--- config.mk ---
export PLATFORM = sky130hd
export DESIGN_NAME = drs_device_flat
export DESIGN_NICKNAME = d
export VERILOG_FILES = /design/src/common/drs_pkg.sv /design/src/common/drs_if.sv /design/src/design/drs_device.sv /design/src/flat_wrapper.sv
export SDC_FILE = /design/constraint.sdc
export NUM_CORES = 1
export LEC_CHECK = 0
export ABC_AREA = 1
export BUFFER_PORTS_ARGS = -buffer_cell sky130_fd_sc_hd__buf_2
export CAP_MARGIN = 20
export CORE_ASPECT_RATIO = 0.6
export CORE_UTILIZATION = 54
export DETAILED_ROUTE_END_ITERATION = 8
export PLACE_DENSITY_LB_ADDON = 0.3
export SLEW_MARGIN = 20
export SYNTH_ARGS = -nofsm -noshare
export SYNTH_HDL_FRONTEND = slang
export SYNTH_SLANG_ARGS = --single-unit
--- constraint.sdc ---
create_clock -name REF_CLK_IN -period 1.6 [get_ports REF_CLK_IN]
set_input_delay 0.08 -clock REF_CLK_IN [delete_from_list [all_inputs] [get_ports REF_CLK_IN]]
set_output_delay 0.08 -clock REF_CLK_IN [all_outputs]
set_load 0.05 [all_outputs]
--- src/common/drs_pkg.sv ---
// package: timing constants and states for the display reset sequencer
// Functional notes
// [RULE1] host holds reset low at least 10 us
// [RULE2] ignore under 5 us, reset over 10 us
// [RULE3] 5 to 10 us pulses may reset
// [RULE4] sleep-in reset completes within 5 ms
// [RULE5] sleep-out reset completes within 120 ms
// [RULE6] blank display during reset, then defaults
// [RULE7] latch module version id within 5 ms
// [RULE8] spike rejection during valid reset pulse
// [RULE9] host waits 5 ms before commands
// [RULE10] host waits 120 ms before sleep-out
// [RULE11] synchronise input, count low pulse width
package drs_pkg;
	localparam int CLK_HZ                = 10_000_000;
	localparam int REJECT_US             = 5;
	localparam int MIN_WIDTH_US          = 10;
	localparam int SETTLE_IN_MS          = 5;
	localparam int SETTLE_OUT_MS         = 120;
	localparam int ID_LOAD_MS            = 5;
	localparam int GLITCH_NS             = 300;
	localparam int REJECT_CYC            = (REJECT_US * (CLK_HZ / 1_000_000));
	localparam int MIN_WIDTH_CYC         = (MIN_WIDTH_US * (CLK_HZ / 1_000_000));
	localparam int ACCEPT_CYC            = (REJECT_CYC + MIN_WIDTH_CYC) / 2;
	localparam int GLITCH_CYC            = (GLITCH_NS * (CLK_HZ / 1_000_000)) / 1000;
	localparam int SETTLE_IN_CYC         = SETTLE_IN_MS * (CLK_HZ / 1000);
	localparam int SETTLE_OUT_CYC        = SETTLE_OUT_MS * (CLK_HZ / 1000);
	localparam int ID_LOAD_CYC           = ID_LOAD_MS * (CLK_HZ / 1000);
	localparam int HOLD_LOW_CYC          = MIN_WIDTH_CYC + 2;
	localparam int CMD_WAIT_CYC          = SETTLE_IN_CYC + 1;
	localparam int SLPOUT_WAIT_CYC       = SETTLE_OUT_CYC + 1;
	localparam int ID_LOAD_DELAY_CYC     = 16;
	localparam int CNT_W                 = 21;
	localparam logic [6:0] ID_RESET      = 7'h00;
	// arbitrary neutral id value
	localparam logic [6:0] ID_DEFAULT    = 7'h2A;
	typedef enum {ST_RUN, ST_LOW, ST_BLANK, ST_SETTLE} drs_dev_e;
	typedef enum {HS_IDLE, HS_HOLD, HS_WAIT} drs_host_e;
endpackage

--- src/common/drs_if.sv ---
// interface: reset line and status between host and display driver
`timescale 1ns/1ns
`default_nettype none
interface drs_if;
	logic       ext_reset_low;
	logic       sleep_out_mode;
	logic       device_ready;
	modport device (input ext_reset_low, input sleep_out_mode, output device_ready);
	modport host   (output ext_reset_low, output sleep_out_mode, input device_ready);
endinterface
`default_nettype wire

--- src/design/drs_device.sv ---
// display driver end: glitch filter, reset detection, blanking and id latch
`timescale 1ns/1ns
`default_nettype none
module drs_device #(
	parameter int SETTLE_IN_CYC  = drs_pkg::SETTLE_IN_CYC,
	parameter int SETTLE_OUT_CYC = drs_pkg::SETTLE_OUT_CYC,
	parameter int ID_LOAD_CYC    = drs_pkg::ID_LOAD_CYC
) (
	// clock and power-on reset
	input  wire logic       REF_CLK_IN,
	input  wire logic       RST_N_IN,
	// link to host
	drs_if.device           link,
	// one-time-programmable id value
	input  wire logic [6:0] OTP_ID_IN,
	// status
	output logic            BLANK_OUT,
	output logic            IN_RESET_OUT,
	output logic            ID_VALID_OUT,
	output logic [6:0]      MODULE_VERSION_ID_OUT
);
	logic                         sync_a;
	logic                         sync_b;
	logic                         filt;
	logic [7:0]                   glitch_cnt;
	logic [drs_pkg::CNT_W-1:0]    cnt;
	logic                         slp_out;
	logic                         ready;
	drs_pkg::drs_dev_e            state;

	wire  settle_lim_hit;
	wire  glitch_done;
	wire  id_hit;
	wire  [drs_pkg::CNT_W-1:0] settle_lim;
	wire                       in_run;
	wire                       in_low;
	wire                       in_settle;
	wire                       width_short;
	wire                       low_start;
	wire                       accept;
	wire                       settle_done;
	wire                       id_load;
	logic [drs_pkg::CNT_W-1:0] next_cnt;
	drs_pkg::drs_dev_e         next_state;

	// id taken early in the settle window, never past its load bound
	localparam int ID_AT = (drs_pkg::ID_LOAD_DELAY_CYC < ID_LOAD_CYC) ? drs_pkg::ID_LOAD_DELAY_CYC : ID_LOAD_CYC - 1;

	////////////////////////////////////////////////////////////////
	// two-stage synchroniser, sync_a read only by sync_b
	always_ff @(posedge REF_CLK_IN or negedge RST_N_IN) begin
		if (!RST_N_IN) begin
			sync_a <= 1'b1;
			sync_b <= 1'b1;
		end else begin
			sync_a <= link.ext_reset_low; // RULE11
			sync_b <= sync_a;
		end
	end

	// short spikes on either level never change the filtered line
	assign glitch_done = (glitch_cnt >= 8'(drs_pkg::GLITCH_CYC));
	always_ff @(posedge REF_CLK_IN or negedge RST_N_IN) begin
		if (!RST_N_IN) begin
			filt       <= 1'b1;
			glitch_cnt <= 8'h00;
		end else if (sync_b == filt) begin
			glitch_cnt <= 8'h00;
		end else if (glitch_done) begin
			filt       <= sync_b; // RULE8
			glitch_cnt <= 8'h00;
		end else begin
			glitch_cnt <= glitch_cnt + 8'h01;
		end
	end

	////////////////////////////////////////////////////////////////
	// state and counter decode
	assign in_run         = (state == drs_pkg::ST_RUN);
	assign in_low         = (state == drs_pkg::ST_LOW);
	assign in_settle      = (state == drs_pkg::ST_SETTLE);
	assign settle_lim     = slp_out ? drs_pkg::CNT_W'(SETTLE_OUT_CYC) : drs_pkg::CNT_W'(SETTLE_IN_CYC);
	assign settle_lim_hit = (cnt >= settle_lim - drs_pkg::CNT_W'(1));
	assign id_hit         = (cnt == drs_pkg::CNT_W'(ID_AT));
	assign width_short    = (cnt < drs_pkg::CNT_W'(drs_pkg::ACCEPT_CYC));
	assign low_start      = in_run && !filt;
	assign accept         = in_low && !filt && !width_short; // RULE3
	assign settle_done    = in_settle && filt && settle_lim_hit; // RULE4 RULE5
	assign id_load        = in_settle && id_hit; // RULE7

	// every transition in one place, flops below stay trivial
	always_comb begin
		next_state = state;
		next_cnt   = cnt;
		unique case (state)
			drs_pkg::ST_RUN: begin
				if (!filt) begin
					next_state = drs_pkg::ST_LOW;
					next_cnt   = '0;
				end
			end
			drs_pkg::ST_LOW: begin
				// width counted from the filtered edge
				if (filt) begin
					next_state = drs_pkg::ST_RUN; // RULE2
				end else if (width_short) begin
					next_cnt = cnt + drs_pkg::CNT_W'(1); // RULE11
				end else begin
					// accepted between 5 and 10 us, fixed at the midpoint
					next_state = drs_pkg::ST_BLANK; // RULE3
				end
			end
			drs_pkg::ST_BLANK: begin
				next_cnt = '0;
				if (filt) begin
					next_state = drs_pkg::ST_SETTLE;
				end
			end
			drs_pkg::ST_SETTLE: begin
				next_cnt = cnt + drs_pkg::CNT_W'(1);
				if (!filt) begin
					next_state = drs_pkg::ST_BLANK;
				end else if (settle_lim_hit) begin
					next_state = drs_pkg::ST_RUN; // RULE4 RULE5
				end
			end
		endcase
	end

	////////////////////////////////////////////////////////////////
	always_ff @(posedge REF_CLK_IN or negedge RST_N_IN) begin
		if (!RST_N_IN) begin
			state <= drs_pkg::ST_SETTLE;
			cnt   <= '0;
		end else begin
			state <= next_state;
			cnt   <= next_cnt;
		end
	end

	// mode frozen at the start of the low pulse, a later change cannot stretch the settle
	always_ff @(posedge REF_CLK_IN or negedge RST_N_IN) begin
		if (!RST_N_IN) begin
			slp_out <= 1'b0;
		end else if (low_start) begin
			slp_out <= link.sleep_out_mode;
		end else if (settle_done) begin
			slp_out <= 1'b0;
		end
	end

	// blank from accept; in sleep-in and sleep-out alike blanking ends with the settle
	always_ff @(posedge REF_CLK_IN or negedge RST_N_IN) begin
		if (!RST_N_IN) begin
			BLANK_OUT <= 1'b1;
		end else if (accept) begin
			BLANK_OUT <= 1'b1; // RULE6
		end else if (settle_done) begin
			BLANK_OUT <= 1'b0; // RULE6
		end
	end

	always_ff @(posedge REF_CLK_IN or negedge RST_N_IN) begin
		if (!RST_N_IN) begin
			IN_RESET_OUT <= 1'b1;
		end else if (accept) begin
			IN_RESET_OUT <= 1'b1;
		end else if (settle_done) begin
			IN_RESET_OUT <= 1'b0;
		end
	end

	always_ff @(posedge REF_CLK_IN or negedge RST_N_IN) begin
		if (!RST_N_IN) begin
			ready <= 1'b0;
		end else if (accept) begin
			ready <= 1'b0;
		end else if (settle_done) begin
			ready <= 1'b1;
		end
	end

	// a rejected pulse leaves the latched id valid
	always_ff @(posedge REF_CLK_IN or negedge RST_N_IN) begin
		if (!RST_N_IN) begin
			ID_VALID_OUT <= 1'b0;
		end else if (accept) begin
			ID_VALID_OUT <= 1'b0;
		end else if (id_load) begin
			ID_VALID_OUT <= 1'b1; // RULE7
		end
	end

	always_ff @(posedge REF_CLK_IN or negedge RST_N_IN) begin
		if (!RST_N_IN) begin
			MODULE_VERSION_ID_OUT <= drs_pkg::ID_RESET;
		end else if (id_load) begin
			MODULE_VERSION_ID_OUT <= OTP_ID_IN; // RULE7
		end
	end

	assign link.device_ready = ready;
endmodule
`default_nettype wire

--- src/flat_wrapper.sv ---
// flat-port wrapper written by rule: the top's interface ports become plain ports
module drs_device_flat 
#(
	parameter int SETTLE_IN_CYC  = drs_pkg::SETTLE_IN_CYC,
	parameter int SETTLE_OUT_CYC = drs_pkg::SETTLE_OUT_CYC,
	parameter int ID_LOAD_CYC    = drs_pkg::ID_LOAD_CYC
)
  (REF_CLK_IN, RST_N_IN, OTP_ID_IN, BLANK_OUT, IN_RESET_OUT, ID_VALID_OUT, MODULE_VERSION_ID_OUT, link_ext_reset_low, link_sleep_out_mode, link_device_ready);
  drs_if link_i ();
  input  wire logic REF_CLK_IN;
  input  wire logic RST_N_IN;
  input  wire logic [6:0] OTP_ID_IN;
  output logic BLANK_OUT;
  output logic IN_RESET_OUT;
  output logic ID_VALID_OUT;
  output logic [6:0] MODULE_VERSION_ID_OUT;
  input wire logic [$bits(link_i.ext_reset_low)-1:0] link_ext_reset_low;
  input wire logic [$bits(link_i.sleep_out_mode)-1:0] link_sleep_out_mode;
  output wire logic [$bits(link_i.device_ready)-1:0] link_device_ready;
  assign link_i.ext_reset_low = link_ext_reset_low;
  assign link_i.sleep_out_mode = link_sleep_out_mode;
  assign link_device_ready = link_i.device_ready;
  drs_device #(.SETTLE_IN_CYC(SETTLE_IN_CYC), .SETTLE_OUT_CYC(SETTLE_OUT_CYC), .ID_LOAD_CYC(ID_LOAD_CYC)) u_core (.REF_CLK_IN(REF_CLK_IN), .RST_N_IN(RST_N_IN), .link(link_i), .OTP_ID_IN(OTP_ID_IN), .BLANK_OUT(BLANK_OUT), .IN_RESET_OUT(IN_RESET_OUT), .ID_VALID_OUT(ID_VALID_OUT), .MODULE_VERSION_ID_OUT(MODULE_VERSION_ID_OUT));
endmodule
### Word level (Yosys, flattened, before mapping)

Cells that the tools add are included.

| word-level totals | value |
|---|---|
| register bits | 75 |
| input bits | 11 |
| output and inout bits | 11 |

| cells by class | value |
|---|---|
| $add $sub $neg | 3 |
| magnitude comparators | 3 |
| equality and inequality tests | 13 |
| muxes and demuxes | 21 |
| bitwise gates (word level) | 1 |
| reductions and logical operators | 16 |

Operators with widths:

| operator | count |
|---|---|
| $mux W32 | 6 |
| $pmux W32 S4 | 1 |
| $eq A32 B2 Y1 const B | 3 |
| $mux W21 | 4 |
| $pmux W21 S4 | 1 |
| $logic_not A32 Y1 | 2 |
| $eq A32 B1 Y1 const B | 1 |
| $eq A32 B3 Y1 const B | 1 |
| $add A21 B1 Y21 const B | 1 |
| $eq A21 B5 Y1 const B | 1 |
| $ge A21 B21 Y1 | 1 |
| $lt A21 B7 Y1 const B | 1 |
| $sub A21 B1 Y21 const B | 1 |
| $mux W8 | 2 |
| $add A8 B1 Y8 const B | 1 |
| $ge A8 B2 Y1 const B | 1 |
| $mux W1 | 7 |
| $logic_and A1 B1 Y1 | 6 |
| $reduce_bool A2 Y1 | 3 |
| $ne A2 B1 Y1 const B | 2 |
| $ne A2 B2 Y1 const B | 2 |
| $reduce_and A4 Y1 | 1 |
| $ne A3 B2 Y1 const B | 1 |
| $ne A3 B3 Y1 const B | 1 |
| 5 further kinds | 6 |

### Logic depth before layout (Yosys ltp)

| logic depth | value |
|---|---|
| depth after elaboration | 6 |
| gate-level depth with buffers | 11 |
| gate-level depth less buffers | 11 |

### Worst setup path after synthesis

Ideal clock, no wire load.

| timing path | value |
|---|---|
| path type | reg2reg |
| from | register u_core.slp_out |
| to | register u_core.state[0] |
| arrival | 1.500 ns |
| path slack | 0.031 ns |
| stages on the path, launching flop included | 11 |
| buffers on the path | 0 |
| clock period less this slack | 1.569 ns |
| cells stage by stage | dfrtp_1 -> inv_1 -> ha_1 -> nand2_1 -> nand2_1 -> nor2_1 -> nand2_1 -> a21oi_1 -> nand4_1 -> nand3_1 -> nor2b_1 |

| between the ends | value |
|---|---|
| word-level cells in the longest chain between the ends | 5 |

Ends and longest elaborated chain:

| element | line | source |
|---|---|---|
| start: declaration | drs_device.sv:27 | `logic slp_out;` |
| start signal: assignment | drs_device.sv:146 | `slp_out <= link.sleep_out_mode;` |
| $mux W21 | drs_device.sv:82 | `assign settle_lim = slp_out ? drs_pkg::CNT_W'(SETTLE_OUT_CYC) : drs_pkg::CNT_W'(SETTLE_IN_CYC);` |
| $sub A21 B1 Y21 | drs_device.sv:83 | `assign settle_lim_hit = (cnt >= settle_lim - drs_pkg::CNT_W'(1));` |
| $ge A21 B21 Y1 | drs_device.sv:83 |  |
| $ne A3 B3 Y1 (no source line) | -- |  |
| $reduce_and A4 Y1 (no source line) | -- |  |
| end signal: assignment | drs_device.sv:133 | `state <= drs_pkg::ST_SETTLE;` |
| end signal: assignment | drs_device.sv:136 | `state <= next_state;` |
| end: declaration | drs_device.sv:29 | `drs_pkg::drs_dev_e state;` |

No other way between the ends.
A chain may end at the register's enable or synchronous reset.

==> out/results.txt <==
Once the floorplan was initialized, standard cells occupied 57.5% of the core. The delay of the slowest cell on the worst path was 0.40 ns. For the global-route usage over all layers, the log shows 33.3%. The routed length on met3 is 1.14 mm.

The length in cells of the worst reg-to-reg path was 10; the sequential share of the synthesized area was 42.1%. In this run the number of cells on the critical path is 10. Counting instances, the worst hold path has a depth of 3. In this run the clock root is driven by a sky130_fd_sc_hd__clkbuf_8.

Across all hold checks on the routed design, the worst slack comes to 0.00781 ns. Data arrives at the worst endpoint at 2.01 ns. On the critical path the largest part of the delay comes from simple AND/OR/NAND/NOR gates. The number of different library cells used by synthesis comes to 31. Detailed routing placed a total of 4.32 mm of wire on met2.

The run gives 22 as the top-level port count. At the end of the flow, the number of nets in the layout was 460. On the critical path, the stage with the largest delay is an instance of sky130_fd_sc_hd__dfrtp_1. At the end of routability-driven placement, the weighted congestion stood at 0.941. The tools report the final setup slack of the worst path as -0.153 ns. In this run, placement finished with an instance count of 468.

For the worst setup path, the data required time is 1.86 ns. Counting the buffers created by CTS gives 5. The clock sink count is 45. In this run the core area contains 19 standard-cell rows. The run gives 3.93 mm as the met1 wire length. The number of levels the H-tree was split into was 2; the setup skew after layout was 0.00608 ns. The total overflow left after global routing is 0. Setup repair after global routing could not meet its margin everywhere.

Summing all multi-input logic gate instances after layout gives 1850 sq um. The number of antenna diodes in the final layout is 0. The die covers 5280 sq um.

The routed design has 9.70 mm of wire. After synthesis the netlist holds a flip-flop and latch count of 45. The tools report the startpoint of the tightest hold check path as link_sleep_out_mode. The floorplan step set the die height to 56.7 um. The average cell area after synthesis was 7.85 sq um; the highest ir drop seen on vdd was 0.00142 V.

The mapped netlist covers 2690 sq um. In the final layout, the registers with the most flip-flops are u_core.cnt x21, u_core.glitch_cnt x8, u_core.MODULE_VERSION_ID_OUT x7. TritonCTS built the clock tree. The first global-routing pass estimated 13.0 mm of wire.

After floorplanning, the core was sized to cover 4680 sq um. The first detailed-routing pass ran for 5 iterations. Largest fanout on the critical path: 7.

The detailed router finished its first iteration with 312 violations. After detailed routing, the number of remaining DRC violations is 0. The tool flagged a number of max-cap violations equal to 0.

In the synthesized netlist, the number of instances is 343. The peak clock frequency supported by timing was 571 MHz. The register containing the most flip-flops in the final layout was u_core.cnt. For this design the ratio of total power to cell area is 986 nW/um^2. In this run the tool buffered the top-level ports with 21 buffer cells. Subtracting the final worst setup slack from the clock period gives 1.75 ns. Dividing the detail-routed via count by the number of cells gives 5.88. The tools report the final count of pins violating max slew as 0. Buffer levels on the longest clock path: 2.

The count of nets left with antenna violations once routing finished came out at 0. The HPWL after detailed placement was 5.61 mm. In this run the horizontal extent of the chip is 93.2 um. The total number of vias was 2959; the static leakage power was 1.90 nW. The run gives 0 as the count of yosys warnings during synthesis.

The critical register-to-register path startpoint is u_core.slp_out. Entering global routing, the biggest net connects 46 pins. Flip-flop count of the largest register after layout: 21.

The finished layout holds 503 standard cells, fillers aside. Overall power of the completed layout: 4.03 mW. The run gives -0.15 ns as the setup slack of the worst register-to-register path. The number of buffer and inverter instances along the worst setup path came out at 3. The tools report the number of endpoints with negative hold slack in the final report as 0.

STA classifies the critical path startpoint as a flop. The worst path uses 110% of the clock period. Initial antenna violation count: 0. Worst hold path endpoint: u_core.slp_out.

By startpoint and endpoint, the worst setup path is classified as reg -> reg. The type of the tightest min-delay check is in -> reg. Cells fill 87.4% of the core in the end.

The most common cell after layout, fill and taps aside is sky130_fd_sc_hd__nand2_1. The critical path goes through inv_4 > buf_6 > ha_4 > nand2_1 > o21bai_1 > nand3_1 > nand4_1 > buf_4 > nand4_1 > nand2_1. The number of global-route vias before repair was 2556; the layout overhead on the synthesized area was 52.0%. The run finished, with violations left.

Clock-pin slew was measured on the worst setup and hold paths at 0.09 ns. Uppermost metal layer occupied by signal nets: met4. In the final layout, the share of cells above drive strength 1 is 44.8%.

The clock network latency to the later pin of the worst-skew pair came out at 0.31 ns. The worst setup path is captured at a flop. The checks that failed: setup timing. The tools report the sequential cell area as 1140 sq um.

After detailed routing, the average wire length per cell comes to 19.3 um. Total setup violations reported at the end of the flow: 24. The filler cells instantiated in the layout total 220. In the layout the commonest cells are sky130_fd_sc_hd__nand2_1, sky130_fd_sc_hd__buf_4, sky130_fd_sc_hd__dfrtp_1.
-- how the worst max path moves through the flow --
stage	from	to	slack (ns)
finish	u_core.slp_out	flop	-0.15
CTS	u_core.slp_out	u_core.state[0]	-0.05
global route	u_core.slp_out	flop	-0.27
detailed placement	u_core.slp_out	u_core.state[0]	-0.20
global placement	u_core.slp_out	u_core.state[0]	-0.12
floorplan	u_core.slp_out	u_core.state[0]	0.03
-- layer usage --
layer	vias up	track usage, %
met4	0	9.23
met3	40	10.4
li1	1306	-
met5	-	0
met1	1409	48.2
met2	204	47.7
-- logic make-up after synthesis --
kind of cell	after synthesis	synth area share [%]
compound gates	28	7.53
xor+xnor	15	4.88
fa+ha+maj	10	4.65
buf+inv	40	7.16
flops	45	42.1
other cells	1	0.139
simple gates	204	33.5
-- worst min-delay path: stages --
cell                      delay [ns]
sky130_fd_sc_hd__buf_2          0.07
sky130_fd_sc_hd__nand3_1        0.07
sky130_fd_sc_hd__nand2_1        0.07
-- power by group --
group | switching (mW) | leakage [nW] | total, mW | internal [mW]
logic | 1.01 | 1.30 | 1.75 | 0.739
clock network | 0.444 | 0.0543 | 0.912 | 0.468
registers | 0.128 | 0.539 | 1.38 | 1.25
-- cell type report --
class,count,area share [%]
Inverter,30,3.06
Clock buffer,5,1.68
Tap cell,63,1.93
Clock inverter,3,1.13
Sequential cell,45,28.0
Multi-Input combinational cell,264,45.1
Timing Repair Buffer,93,19.1
-- through the flow --
stage          area, sq um  TNS (ns)  worst slack [ns]
2_1_floorplan         2710         0            0.0311
3_3_place_gp          3190    -0.694            -0.119
3_5_place_dp          3190     -1.33            -0.200
4_1_cts               3540   -0.0950           -0.0495
5_1_grt               4090     -3.23            -0.271
6_report              4090     -1.26            -0.153
-- repair_timing --
| item | in CTS | in global routing |
|---|---|---|
| setup buffers | 7 | 8 |
| cloned | 0 | 4 |
| hold buffers | 8 | 0 |
| pin swaps | 13 | 30 |
| endpoints found under the hold margin | 52 | 0 |
| endpoints found under the setup margin | 31 | 33 |
| gates resized for setup | 29 | 107 |
-- cells in the mapped netlist --
cell type	instances	area (sq um)
sky130_fd_sc_hd__dfstp_2	6	158
sky130_fd_sc_hd__nor2_1	42	158
sky130_fd_sc_hd__xor2_1	10	87.6
sky130_fd_sc_hd__buf_4	3	22.5
sky130_fd_sc_hd__o31ai_1	8	60.1
sky130_fd_sc_hd__nor4_1	2	12.5
sky130_fd_sc_hd__nand2_1	101	379
sky130_fd_sc_hd__a21oi_1	3	15.0
sky130_fd_sc_hd__xnor2_1	5	43.8
sky130_fd_sc_hd__nor3_1	5	25.0
sky130_fd_sc_hd__nor2_4	3	33.8
sky130_fd_sc_hd__nand4_1	12	75.1
sky130_fd_sc_hd__conb_1	1	3.75
sky130_fd_sc_hd__nand2_2	3	18.8
sky130_fd_sc_hd__clkbuf_1	2	7.51
sky130_fd_sc_hd__o21ai_0	9	45.0
sky130_fd_sc_hd__nand3_1	29	145
sky130_fd_sc_hd__nor3b_1	1	7.51
sky130_fd_sc_hd__inv_2	1	3.75
sky130_fd_sc_hd__dfrtp_1	39	976
sky130_fd_sc_hd__nor2_2	2	12.5
sky130_fd_sc_hd__o31ai_2	5	62.6
sky130_fd_sc_hd__o211ai_1	1	7.51
sky130_fd_sc_hd__o21ai_1	1	5.00
sky130_fd_sc_hd__nor2b_1	1	6.26
sky130_fd_sc_hd__nand3_2	3	30.0
sky130_fd_sc_hd__ha_1	10	125
sky130_fd_sc_hd__inv_1	29	109
sky130_fd_sc_hd__o21bai_1	1	7.51
sky130_fd_sc_hd__buf_2	1	5.00
sky130_fd_sc_hd__buf_6	4	45.0
Note: power is estimated with default switching activity, not from simulation.
